==> src/inc/timer16_map.svh <==
// register offsets, field positions, reset values and timing counts of the timer
// assumes an AHB-Lite word-per-register map, included by bare name
`ifndef TIMER16_MAP_SVH
`define TIMER16_MAP_SVH
`define OFS_CTRL_A 12'h000
`define OFS_CTRL_B 12'h004
`define OFS_CTRL_C 12'h008
`define OFS_CNT_LO 12'h00C
`define OFS_CNT_HI 12'h010
`define OFS_CMP0_LO 12'h014
`define OFS_CMP0_HI 12'h018
`define OFS_CMP1_LO 12'h01C
`define OFS_CMP1_HI 12'h020
`define OFS_CMP2_LO 12'h024
`define OFS_CMP2_HI 12'h028
`define OFS_CAP_LO 12'h02C
`define OFS_CAP_HI 12'h030
`define OFS_FLAG 12'h034
`define OFS_MASK 12'h038
`define OFS_POWER 12'h03C
`define CTRL_B_CS_LSB 0
`define CTRL_B_CEIL_LSB 3
`define CTRL_B_FILT_BIT 6
`define CTRL_B_CAPSRC_BIT 7
`define CTRL_C_CAPEDGE_BIT 0
`define FLAG_OVF_BIT 0
`define FLAG_CMP_LSB 1
`define FLAG_CAP_BIT 4
`define FLAG_W 5
`define POWER_RST 8'h01
`define CEIL_8BIT 16'h00FF
`define CEIL_9BIT 16'h01FF
`define CEIL_10BIT 16'h03FF
`define COUNT_FLOOR 16'h0000
`define COUNT_MAX 16'hFFFF
`define FILT_LEN 4
`define PRE_DIV8 10'h007
`define PRE_DIV64 10'h03F
`define PRE_DIV256 10'h0FF
`define PRE_DIV1024 10'h3FF
`endif

==> src/inc/timer16_pkg.sv <==
// types shared by the timer core and its capture filter
// assumes timer16_map.svh defines the numeric constants
package timer16_pkg;
    typedef enum logic [2:0] {
        CS_NONE = 3'h0, CS_DIV1 = 3'h1, CS_DIV8 = 3'h2, CS_DIV64 = 3'h3,
        CS_DIV256 = 3'h4, CS_DIV1024 = 3'h5, CS_EXT_FALL = 3'h6, CS_EXT_RISE = 3'h7
    } clk_sel_t;
    typedef enum logic [2:0] {
        CEIL_MAX = 3'h0, CEIL_FF = 3'h1, CEIL_1FF = 3'h2, CEIL_3FF = 3'h3,
        CEIL_CMP0 = 3'h4, CEIL_CAP = 3'h5, CEIL_CMP0_PWM = 3'h6, CEIL_CAP_PWM = 3'h7
    } ceil_sel_t;
    typedef struct packed {
        logic sel;
        logic wr;
        logic [11:0] addr;
    } bus_req_t;
endpackage

==> src/core/capture_filter.sv <==
// capture input conditioner: optional spike filter and edge detector
// assumes inputs synchronous to clk
`timescale 1ns/10ps
`default_nettype none
`include "timer16_map.svh"
module capture_filter
    import timer16_pkg::*;
(
    input wire logic clk, // system clock
    input wire logic arst_n, // async reset, active low
    input wire logic raw_in, // selected capture source
    input wire logic filt_en, // enable spike filter
    input wire logic rise_edge, // capture on rising edge
    output logic event_out // one-cycle capture event
);
    logic [`FILT_LEN-1:0] hist_ff, nxt_hist;
    logic level_ff, nxt_level;
    logic event_ff, nxt_event;

    // ----------------------------------------
    // filter and edge
    // ----------------------------------------
    always_comb begin
        logic cand;
        cand = level_ff;
        nxt_hist = {hist_ff[`FILT_LEN-2:0], raw_in};
        // spike filter
        // level moves only after FILT_LEN equal samples; costs FILT_LEN-1 cycles of added latency
        if (!filt_en) begin
            cand = raw_in;
        end else if (&nxt_hist) begin
            cand = 1'b1;
        end else if (~|nxt_hist) begin
            cand = 1'b0;
        end
        nxt_level = cand;
        nxt_event = (cand != level_ff) && (cand == rise_edge);
    end

    always_ff @(posedge clk or negedge arst_n) begin
        if (!arst_n) begin
            hist_ff <= '0;
            level_ff <= 1'b0;
            event_ff <= 1'b0;
        end else begin
            hist_ff <= nxt_hist;
            level_ff <= nxt_level;
            event_ff <= nxt_event;
        end
    end
    assign event_out = event_ff;
endmodule
`default_nettype wire

==> src/core/timer16_core.sv <==
// 16-bit timer core: counter, three compare channels, capture, ahb-lite slave
// assumes a single ahb-lite master, word accesses, synchronous pins
//
// Local design decisions: the AHB-Lite slave port and the address map.
`timescale 1ns/10ps
`default_nettype none
`include "timer16_map.svh"
module timer16_core
    import timer16_pkg::*;
(
    input wire logic clk, // 50 MHz system clock
    input wire logic arst_n, // async reset, active low
    input wire logic hsel, // slave select
    input wire logic [31:0] haddr, // byte address
    input wire logic [1:0] htrans, // transfer type
    input wire logic hwrite, // write when high
    input wire logic [2:0] hsize, // transfer size
    input wire logic [31:0] hwdata, // write data
    input wire logic hready, // bus ready in
    output logic [31:0] hrdata, // read data
    output logic hreadyout, // slave ready
    output logic hresp, // always okay
    input wire logic external_tick_pin, // external count clock
    input wire logic capture_pin, // capture input
    input wire logic comparator_in, // analog comparator output
    output logic [2:0] compare_output_pin, // waveform outputs
    output logic count_floor, // counter at zero
    output logic [`FLAG_W-1:0] irq_req // masked requests
);
    // ----------------------------------------
    // state
    // ----------------------------------------
    logic [7:0] ctrl_ff [3];
    logic [7:0] nxt_ctrl [3];
    logic [7:0] hold_ff, nxt_hold;
    logic [15:0] cnt_ff, nxt_cnt;
    logic [15:0] cmp_buf_ff [3];
    logic [15:0] nxt_cmp_buf [3];
    logic [15:0] cmp_act_ff [3];
    logic [15:0] nxt_cmp_act [3];
    logic [15:0] cap_ff, nxt_cap;
    logic [`FLAG_W-1:0] flag_ff, nxt_flag;
    logic [`FLAG_W-1:0] mask_ff, nxt_mask;
    logic [7:0] power_ff, nxt_power;
    logic [9:0] pre_ff, nxt_pre;
    logic ext_ff, nxt_ext;
    logic [2:0] wave_ff, nxt_wave;
    logic floor_ff, nxt_floor;
    logic [`FLAG_W-1:0] irq_ff, nxt_irq;
    logic [31:0] rdata_ff, nxt_rdata;
    bus_req_t req_ff, nxt_req;
    logic cap_event;
    logic tick;

    clk_sel_t cs;
    ceil_sel_t ceil_mode;
    assign cs = clk_sel_t'(ctrl_ff[1][`CTRL_B_CS_LSB +: 3]);
    assign ceil_mode = ceil_sel_t'(ctrl_ff[1][`CTRL_B_CEIL_LSB +: 3]);

    function automatic logic is_addr(input logic [11:0] a, input logic [11:0] ofs);
        is_addr = (a == ofs);
    endfunction

    // ----------------------------------------
    // bus address phase
    // ----------------------------------------
    always_comb begin
        nxt_req.sel = hsel && hready && htrans[1] && (hsize == 3'h2);
        nxt_req.wr = hwrite;
        nxt_req.addr = haddr[11:0];
    end

    // ----------------------------------------
    // tick generation
    // ----------------------------------------
    always_comb begin
        logic [9:0] lim;
        lim = '0;
        nxt_pre = pre_ff + 10'h001;
        nxt_ext = external_tick_pin;
        tick = 1'b0;
        case (cs)
            CS_DIV8: lim = `PRE_DIV8;
            CS_DIV64: lim = `PRE_DIV64;
            CS_DIV256: lim = `PRE_DIV256;
            CS_DIV1024: lim = `PRE_DIV1024;
            default: lim = '0;
        endcase
        case (cs)
            CS_DIV1: tick = 1'b1;
            CS_EXT_FALL: tick = ext_ff && !external_tick_pin;
            CS_EXT_RISE: tick = !ext_ff && external_tick_pin;
            CS_NONE: tick = 1'b0;
            default: tick = ((pre_ff & lim) == lim);
        endcase
        if (power_ff[0]) begin
            tick = 1'b0;
            nxt_pre = '0;
        end
        if (cs == CS_NONE) begin
            tick = 1'b0;
        end
    end

    // ----------------------------------------
    // counter, compare, capture, registers
    // ----------------------------------------
    always_comb begin
        logic [15:0] ceil;
        logic [11:0] a;
        logic wr_en;
        logic cnt_wr;
        logic at_ceil;
        logic [`FLAG_W-1:0] set_f;
        logic [`FLAG_W-1:0] clr_f;
        logic [7:0] wb;
        ceil = `COUNT_MAX;
        a = req_ff.addr;
        wb = hwdata[7:0];
        wr_en = req_ff.sel && req_ff.wr;
        cnt_wr = 1'b0;
        set_f = '0;
        clr_f = '0;
        nxt_ctrl = ctrl_ff;
        nxt_hold = hold_ff;
        nxt_cnt = cnt_ff;
        nxt_cmp_buf = cmp_buf_ff;
        nxt_cmp_act = cmp_act_ff;
        nxt_cap = cap_ff;
        nxt_mask = mask_ff;
        nxt_power = power_ff;
        nxt_wave = wave_ff;
        nxt_rdata = '0;
        case (ceil_mode)
            CEIL_FF: ceil = `CEIL_8BIT;
            CEIL_1FF: ceil = `CEIL_9BIT;
            CEIL_3FF: ceil = `CEIL_10BIT;
            CEIL_CMP0, CEIL_CMP0_PWM: ceil = cmp_act_ff[0];
            CEIL_CAP, CEIL_CAP_PWM: ceil = cap_ff;
            default: ceil = `COUNT_MAX;
        endcase
        at_ceil = (cnt_ff == ceil);
        if (tick) begin
            nxt_cnt = at_ceil ? `COUNT_FLOOR : cnt_ff + 16'h0001;
            if (at_ceil || cnt_ff == `COUNT_MAX) begin
                set_f[`FLAG_OVF_BIT] = 1'b1;
                nxt_cmp_act = cmp_buf_ff;
            end
            for (int i = 0; i < 3; i++) begin
                if (cnt_ff == cmp_act_ff[i]) begin
                    set_f[`FLAG_CMP_LSB + i] = 1'b1;
                    nxt_wave[i] = 1'b0;
                end
            end
            if (at_ceil) begin
                nxt_wave = 3'h7;
            end
            // no pwm when first compare is ceiling
            if (ceil_mode == CEIL_CMP0_PWM) begin
                nxt_wave[0] = 1'b0;
            end
        end
        if (cap_event && !power_ff[0]) begin
            nxt_cap = cnt_ff;
            set_f[`FLAG_CAP_BIT] = 1'b1;
        end
        if (wr_en) begin
            if (is_addr(a, `OFS_CTRL_A)) begin
                nxt_ctrl[0] = wb;
            end else if (is_addr(a, `OFS_CTRL_B)) begin
                nxt_ctrl[1] = wb;
            end else if (is_addr(a, `OFS_CTRL_C)) begin
                nxt_ctrl[2] = wb;
            end else if (is_addr(a, `OFS_CNT_HI) || is_addr(a, `OFS_CMP0_HI)
                    || is_addr(a, `OFS_CMP1_HI) || is_addr(a, `OFS_CMP2_HI)
                    || is_addr(a, `OFS_CAP_HI)) begin
                nxt_hold = wb;
            end else if (is_addr(a, `OFS_CNT_LO)) begin
                nxt_cnt = {hold_ff, wb};
                cnt_wr = 1'b1;
            end else if (is_addr(a, `OFS_CMP0_LO)) begin
                nxt_cmp_buf[0] = {hold_ff, wb};
            end else if (is_addr(a, `OFS_CMP1_LO)) begin
                nxt_cmp_buf[1] = {hold_ff, wb};
            end else if (is_addr(a, `OFS_CMP2_LO)) begin
                nxt_cmp_buf[2] = {hold_ff, wb};
            end else if (is_addr(a, `OFS_CAP_LO)) begin
                nxt_cap = {hold_ff, wb};
            end else if (is_addr(a, `OFS_FLAG)) begin
                clr_f = wb[`FLAG_W-1:0];
            end else if (is_addr(a, `OFS_MASK)) begin
                nxt_mask = wb[`FLAG_W-1:0];
            end else if (is_addr(a, `OFS_POWER)) begin
                nxt_power = {7'h00, wb[0]};
            end
        end
        // CEIL_MAX and CEIL_CAP ceilings load compare buffer at once
        if (ceil_mode == CEIL_MAX || ceil_mode == CEIL_CAP) begin
            for (int i = 0; i < 3; i++) begin
                nxt_cmp_act[i] = nxt_cmp_buf[i];
            end
        end
        if (cnt_wr) begin
            set_f[`FLAG_OVF_BIT] = 1'b0;
        end
        nxt_flag = (flag_ff & ~clr_f) | set_f;
        nxt_irq = nxt_flag & nxt_mask;
        nxt_floor = (nxt_cnt == `COUNT_FLOOR);
        // read decoded in the address phase so data stands in the data phase;
        // sources are next values so a write finishing now is seen
        if (nxt_req.sel && !nxt_req.wr) begin
            if (is_addr(nxt_req.addr, `OFS_CTRL_A)) begin
                nxt_rdata = {24'h000000, nxt_ctrl[0]};
            end else if (is_addr(nxt_req.addr, `OFS_CTRL_B)) begin
                nxt_rdata = {24'h000000, nxt_ctrl[1]};
            end else if (is_addr(nxt_req.addr, `OFS_CTRL_C)) begin
                nxt_rdata = {24'h000000, nxt_ctrl[2]};
            end else if (is_addr(nxt_req.addr, `OFS_CNT_LO)) begin
                nxt_rdata = {24'h000000, nxt_cnt[7:0]};
                nxt_hold = nxt_cnt[15:8];
            end else if (is_addr(nxt_req.addr, `OFS_CAP_LO)) begin
                nxt_rdata = {24'h000000, nxt_cap[7:0]};
                nxt_hold = nxt_cap[15:8];
            end else if (is_addr(nxt_req.addr, `OFS_CNT_HI)
                    || is_addr(nxt_req.addr, `OFS_CAP_HI)) begin
                nxt_rdata = {24'h000000, nxt_hold};
            end else if (is_addr(nxt_req.addr, `OFS_CMP0_LO)) begin
                nxt_rdata = {24'h000000, nxt_cmp_buf[0][7:0]};
            end else if (is_addr(nxt_req.addr, `OFS_CMP0_HI)) begin
                nxt_rdata = {24'h000000, nxt_cmp_buf[0][15:8]};
            end else if (is_addr(nxt_req.addr, `OFS_CMP1_LO)) begin
                nxt_rdata = {24'h000000, nxt_cmp_buf[1][7:0]};
            end else if (is_addr(nxt_req.addr, `OFS_CMP1_HI)) begin
                nxt_rdata = {24'h000000, nxt_cmp_buf[1][15:8]};
            end else if (is_addr(nxt_req.addr, `OFS_CMP2_LO)) begin
                nxt_rdata = {24'h000000, nxt_cmp_buf[2][7:0]};
            end else if (is_addr(nxt_req.addr, `OFS_CMP2_HI)) begin
                nxt_rdata = {24'h000000, nxt_cmp_buf[2][15:8]};
            end else if (is_addr(nxt_req.addr, `OFS_FLAG)) begin
                nxt_rdata = {27'h0000000, nxt_flag};
            end else if (is_addr(nxt_req.addr, `OFS_MASK)) begin
                nxt_rdata = {27'h0000000, nxt_mask};
            end else if (is_addr(nxt_req.addr, `OFS_POWER)) begin
                nxt_rdata = {24'h000000, nxt_power};
            end
        end
    end

    always_ff @(posedge clk or negedge arst_n) begin
        if (!arst_n) begin
            for (int i = 0; i < 3; i++) begin
                ctrl_ff[i] <= 8'h00;
                cmp_buf_ff[i] <= 16'h0000;
                cmp_act_ff[i] <= 16'h0000;
            end
            hold_ff <= 8'h00;
            cnt_ff <= 16'h0000;
            cap_ff <= 16'h0000;
            flag_ff <= '0;
            mask_ff <= '0;
            power_ff <= `POWER_RST;
            pre_ff <= '0;
            ext_ff <= 1'b0;
            wave_ff <= 3'h0;
            floor_ff <= 1'b1;
            irq_ff <= '0;
            rdata_ff <= 32'h00000000;
            req_ff <= '0;
        end else begin
            ctrl_ff <= nxt_ctrl;
            cmp_buf_ff <= nxt_cmp_buf;
            cmp_act_ff <= nxt_cmp_act;
            hold_ff <= nxt_hold;
            cnt_ff <= nxt_cnt;
            cap_ff <= nxt_cap;
            flag_ff <= nxt_flag;
            mask_ff <= nxt_mask;
            power_ff <= nxt_power;
            pre_ff <= nxt_pre;
            ext_ff <= nxt_ext;
            wave_ff <= nxt_wave;
            floor_ff <= nxt_floor;
            irq_ff <= nxt_irq;
            rdata_ff <= nxt_rdata;
            req_ff <= nxt_req;
        end
    end

    capture_filter u_cap (
        .clk(clk),
        .arst_n(arst_n),
        .raw_in(ctrl_ff[1][`CTRL_B_CAPSRC_BIT] ? comparator_in : capture_pin),
        .filt_en(ctrl_ff[1][`CTRL_B_FILT_BIT]),
        .rise_edge(ctrl_ff[2][`CTRL_C_CAPEDGE_BIT]),
        .event_out(cap_event)
    );

    // zero-wait slave: read data registered at the end of the address phase
    assign hrdata = rdata_ff;
    assign hreadyout = 1'b1;
    assign hresp = 1'b0;
    assign compare_output_pin = wave_ff;
    assign count_floor = floor_ff;
    assign irq_req = irq_ff;

    logic at_ceil_cov;
    assign at_ceil_cov = flag_ff[`FLAG_OVF_BIT];
endmodule
`default_nettype wire

==> config.mk <==
export PLATFORM = sky130hd
export DESIGN_NAME = timer16_core
export DESIGN_NICKNAME = d
export VERILOG_FILES = /design/src/inc/timer16_pkg.sv /design/src/core/capture_filter.sv /design/src/core/timer16_core.sv
export VERILOG_INCLUDE_DIRS = /design/src /design/src/inc
export SDC_FILE = /design/constraint.sdc
export NUM_CORES = 1
export LEC_CHECK = 0
export ABC_AREA = 1
export ABC_CLOCK_PERIOD_IN_PS = 3200
export BUFFER_PORTS_ARGS = -buffer_cell sky130_fd_sc_hd__buf_2
export CAP_MARGIN = 10
export CORE_ASPECT_RATIO = 0.6
export CORE_MARGIN = 5
export CORE_UTILIZATION = 35
export DETAILED_ROUTE_END_ITERATION = 10
export SLEW_MARGIN = 20
export SYNTH_ARGS = -nofsm -noshare
export SYNTH_HDL_FRONTEND = slang
export SYNTH_SLANG_ARGS = --single-unit
export TNS_END_PERCENT = 30
==> constraint.sdc <==
create_clock -name clk -period 3.2 [get_ports clk]
set_input_delay 0.16 -clock clk [delete_from_list [all_inputs] [get_ports clk]]
set_output_delay 0.16 -clock clk [all_outputs]
set_load 0.05 [all_outputs]
After elaboration in Yosys (flattened, before gate mapping)
Index checks and enable logic that the tools add are counted.
Storage, ports and cells
  logic and storage cells: 257
  output and inout bits: 43
  flip-flop bits (word level): 249
Operators by class
  muxes and demuxes: 130
  bitwise gates (word level): 5
  add/sub/neg operators: 2
  reductions and logical operators: 38
  equality and inequality tests: 53
Operators with widths (count)
  two-way mux 48 bit: 9
  two-way mux 16 bit: 24
  two-way mux 8 bit: 44
  == test 12 x 6 -> 1 bit, second input constant: 16
  two-way mux 5 bit: 23
  == test 12 x 5 -> 1 bit, second input constant: 8
  case mux 16 bit (5 select lines): 1
  == test 16 bit: 4
  == test 12 x 4 -> 1 bit, second input constant: 4
  case mux 10 bit (4 select lines): 1
  two-way mux 32 bit: 1
  == test 12 x 3 -> 1 bit, second input constant: 2
  == test 3 bit, second input constant: 8
  logical NOT 12 bit: 2
  two-way mux 24 bit: 1
  two-way mux 1 bit: 22
  adder 16 x 1 -> 16 bit, second input constant: 1
  == test 16 bit, second input constant: 1
  logical NOT 16 bit: 1
  == test 3 x 2 -> 1 bit, second input constant: 5
  adder 10 x 1 -> 10 bit, second input constant: 1
  bitwise AND 10 bit: 1
  bitwise AND 5 bit: 2
  == test 10 bit: 1
  19 further kinds: 45

Logic depth before layout (Yosys ltp)
  word-level depth: 30
  depth in mapped cells: 22
  mapped depth without buffers: 21

Cells and area by module
From an unflattened synthesis, not the netlist that was laid out.
Unflattened totals
  cell total of the unflattened synthesis: 1653
  area total of the unflattened synthesis: 12608.3 µm²
By module, submodules not included
  timer16_core: area an instance 12399.4 µm², cells an instance 1628, instances 1
  capture_filter: area an instance 209.0 µm², cells an instance 25, instances 1

Worst setup path after synthesis
No wires, ideal clock.
  path kind: reg-to-reg
  start point: register req_ff[7] (netlist name)
  end point: register rdata_ff[4] (netlist: hrdata[4])
  library setup time: 0.121 ns
  setup slack: 0.920 ns
  data arrival time: 2.159 ns
  period minus slack after synthesis: 2.280 ns
  stages on the path, launching flop included: 16
  cells stage by stage: dfrtp_1 nor2_2 nand3_2 nor3_2 nor2_4 nand2_2 inv_1 nand3_2 buf_4 mux2_2 nand2_1 nand4_1 a21oi_1 nand4_1 nor2_1 nor2_1
RTL lines
  from (decl): RTL line timer16_core.sv:51  | bus_req_t req_ff, nxt_req;
  from (signal assigned): RTL line timer16_core.sv:285  | req_ff <= nxt_req;
  to (signal assigned): RTL line timer16_core.sv:284  | rdata_ff <= nxt_rdata;
  to (decl): RTL line timer16_core.sv:50  | logic [31:0] rdata_ff, nxt_rdata;

==> summary.md <==
| Metric | Value |
|---|---|
| Status | `completed` |
| Global-route wire length before repair | `73400 µm` |
| Crit Path Category | `reg -> reg` |
| CP max FO | `7` |
| CP arrival | `3600 ps` |
| Startpoint Class | `flop` |
| Post-synth ARST share | `100%` |
| Critical path required time | `between 3000 and 4000 ps` |
| Cell area power density | `430 mW/mm²` |
| Area after DPL | `approximately 0.014 mm²` |
| Die Height | `157 µm` |
| Unique masters post-synth | `64` |
| Worst-Margin Slew | `734 ps` |
| Fin. max-slew vios | `0` |
| I/O Pins | `120` |
| Clk sink count | `225` |
| Core Box Area | `0.0353 mm²` |
| Vias in the first global route | `around 11000` |
| Port buffer count | `48` |
| Reg2Reg Depth | `15` |
| Remaining antenna violation count after routing | `0` |
| Most common cell in the netlist | `nand2_1` |
| Pin count of the biggest net entering global routing | `95` |
| Initial Util | `approximately 36%` |
| Clk_lat worst skew | `540 ps` |
| Routed wire length per instance | `22.3 µm` |
| GRT overflow | `0` |
| Nets | `1891` |
| Area share of the largest cell type after synthesis | `44.3%` |
| Hold path cells | `4` |
| Main synth FF type | `dfrtp_1` |
| GP Congestion | `1.05` |
| Number of flops mapped to enable cells by yosys | `0` |
| Cells after Synth | `1609` |
| Final worst-path cycle share | `99.5%` |
| Finished Cell Area | `roughly 0.016 mm²` |
| Reg2reg setup slack | `20 ps` |
| Hold_sp | `hwdata[1]` |
| DRT Pass-1 Iters | `5` |
| Commonest cells post-synth | `398 x nand2_1, 223 x dfrtp_1, 196 x inv_1` |
| Chip width | `roughly 250 µm` |
| Initial DRC Count | `between 1000 and 1500` |
| Clock skew | `between 10 and 15 ps` |
| HPWL after detailed placement | `between 30000 and 40000 µm` |
| Root buffer cell | `clkbuf_16` |
| Placement Rows | `53` |
| Sequential-to-total area share from yosys stat | `44.7%` |
| #FFs+latches synth | `225` |
| Max-cap viol count | `0` |
| Warnings, synthesis | `0` |
| Max Fclk | `314 MHz` |
| Largest area contributor in the netlist | `dfrtp_1` |
| # H-tree levels | `1` |
| Crit path capture type | `flop` |
| Max VDD drop | `just over 0.4 mV` |
| Wirelength, routed | `a little over 50000 µm` |
| Initial antenna violation count | `1` |
| CTS tree | `done` |
| Worst r2r src | `req_ff[9]$_DFF_PN0_` |
| Total power | `6.71 mW` |
| Via density | `5.30` |
| CTS Buf Count | `24` |
| Worst hold path type | `in -> reg` |
| Fillers | `roughly 3500` |
| WHS Endpoint | `cs[1]$_DFF_PN0_` |
| Layout cell share with drive strength beyond 1 | `between 20% and 30%` |
| Leak | `~7.7 nW` |
| Via count | `12100` |
| Final setup viols | `0` |
| Avg Inst Size Synth | `between 7 and 8 µm²` |
| Area contributors post-synth | `dfrtp_1 44%, nand2_1 12%, inv_1 5.8%` |
| Fin. Hold Viols | `0` |
| Synthesized area | `0.0126 mm²` |
| Clk buf depth | `3` |
| Clock-pin slew on the worst setup and hold paths | `60 ps` |
| Synthesis-to-layout area growth | `24.0%` |
| Unrepaired setup endpoints after global routing | `yes` |
| Drt drc | `0` |
| Crit path time final | `3180 ps` |
| Total Routing Usage GR | `24.8%` |
| Die ar. | `about 0.04 mm²` |
| R2R Path End | `hrdata[1]$_DFF_PN0_` |
| Slew Limit Headroom | `51.1%` |
==> logic make-up after synthesis <==
group                    Yosys count  share of synthesized area [%]
AND/OR/NAND/NOR                  766                           27.8
flip-flops                       225                           44.7
AO/OA/AOI/OAI                    261                           12.4
other                              2                         0.0596
multiplexers                      17                           1.45
XOR/XNOR                          39                           2.71
adder cells (fa/ha/maj)            4                          0.397
buffers and inverters            295                           10.5
==> worst max path at each step <==
stage                                 from                    end  slack [ps]  cells after the start
global route        ceil_mode[0]$_DFF_PN0_  count_floor$_DFF_PN1_          -6                     19
CTS                 ceil_mode[2]$_DFF_PN0_  count_floor$_DFF_PN1_          50                     19
finish                 req_ff[9]$_DFF_PN0_    hrdata[1]$_DFF_PN0_          20                     15
detailed placement     req_ff[1]$_DFF_PN0_    hrdata[4]$_DFF_PN0_          70                     14
floorplan              req_ff[7]$_DFF_PN0_    hrdata[4]$_DFF_PN0_         920                     15
global placement    ceil_mode[2]$_DFF_PN0_  count_floor$_DFF_PN1_          50                     19
==> per-layer routing <==
metal / vias to the layer above / part of all wire (%) / GRT usage (%)
li1: 5631 / - / -
met1: 5814 / 47 / 38.8
met2: 642 / 36 / 31.3
met3: 60 / 15 / 11.4
met4: 0 / 1.6 / 3.51
met5: - / 0 / 0
==> metrics by stage <==
stage                     util, %  hold WS [ps]  setup TNS [ps]  cells  setup slack [ps]
after detailed placement     40.6           253               0   2225              71.8
after CTS                    43.8          53.4               0   2287              46.9
after global routing         44.3          72.0           -6.27   2293             -6.27
after global placement       40.6           243               0   2225              46.8
after floorplan                 -          -136               0   1633               920
final                        44.3          75.6               0   2294              16.7
==> placed cells by master, fill, tap and decap left out, drive strengths merged, types with 9 or more instances in the layout <==
cell	instances
nand2	408
dfrtp	223
buf	213
inv	212
nand3	140
o21ai	132
nor2	125
a21oi	51
nand4	47
o211ai	34
clkbuf	27
conb	26
xnor2	24
nor3	22
dlygate4sd3	20
xor2	15
mux2	10
nor4	10
o22ai	9
==> cell type report <==
cell class	instances	area, µm²	share of cell area (%)
Sequential cell	225	5630	36.1
Timing Repair Buffer	233	1780	11.4
Tap cell	467	584	3.74
Inverter	212	817	5.23
Antenna cell	1	2.50	0.0160
Clock buffer	27	643	4.12
Multi-Input combinational cell	1114	5850	37.5
Clock inverter	15	300	1.92
==> sequential cells by signal, indices dropped and copies added (netlist names), 3 cells and up <==
register	cells
cmp_act_ff	48
cmp_buf_ff	48
ctrl_ff	18
cap_ff	16
cnt_ff	16
req_ff	14
pre_ff	10
hold_ff	8
hrdata	8
power_ff	8
flag_ff	5
irq_req	5
mask_ff	5
ceil_mode	3
compare_output_pin	3
cs	3
u_cap.hist_ff	3
==> critical path: stages (launching register included) <==
cell and delay, ps:
dfrtp_1 370, nor2_2 110, nand2_2 130, nor3_4 260, nand3_4 240, buf_6 200, o21ai_1 140, inv_1 80
nand2_1 70, nand4_1 320, nor2_2 290, nand4_1 270, nor2_2 240, nand3b_1 150, nand2_1 110, a21oi_1 70
==> power breakdown <==
part / internal (mW) / switching (mW) / total [mW] / leakage, nW
registers: 2.88 / 0.0347 / 2.91 / 2.60
clock network: 2.10 / 1.28 / 3.38 / 0.456
logic: 0.109 / 0.303 / 0.413 / 4.65
==> timing repair <==
item,in CTS,in global routing
buffers inserted,0,5
hold buffers,20,0
resized for setup,0,33
endpoints found under the hold margin,107,0
endpoints found under the setup margin,0,9
Note: power is estimated with default switching activity, not from simulation.
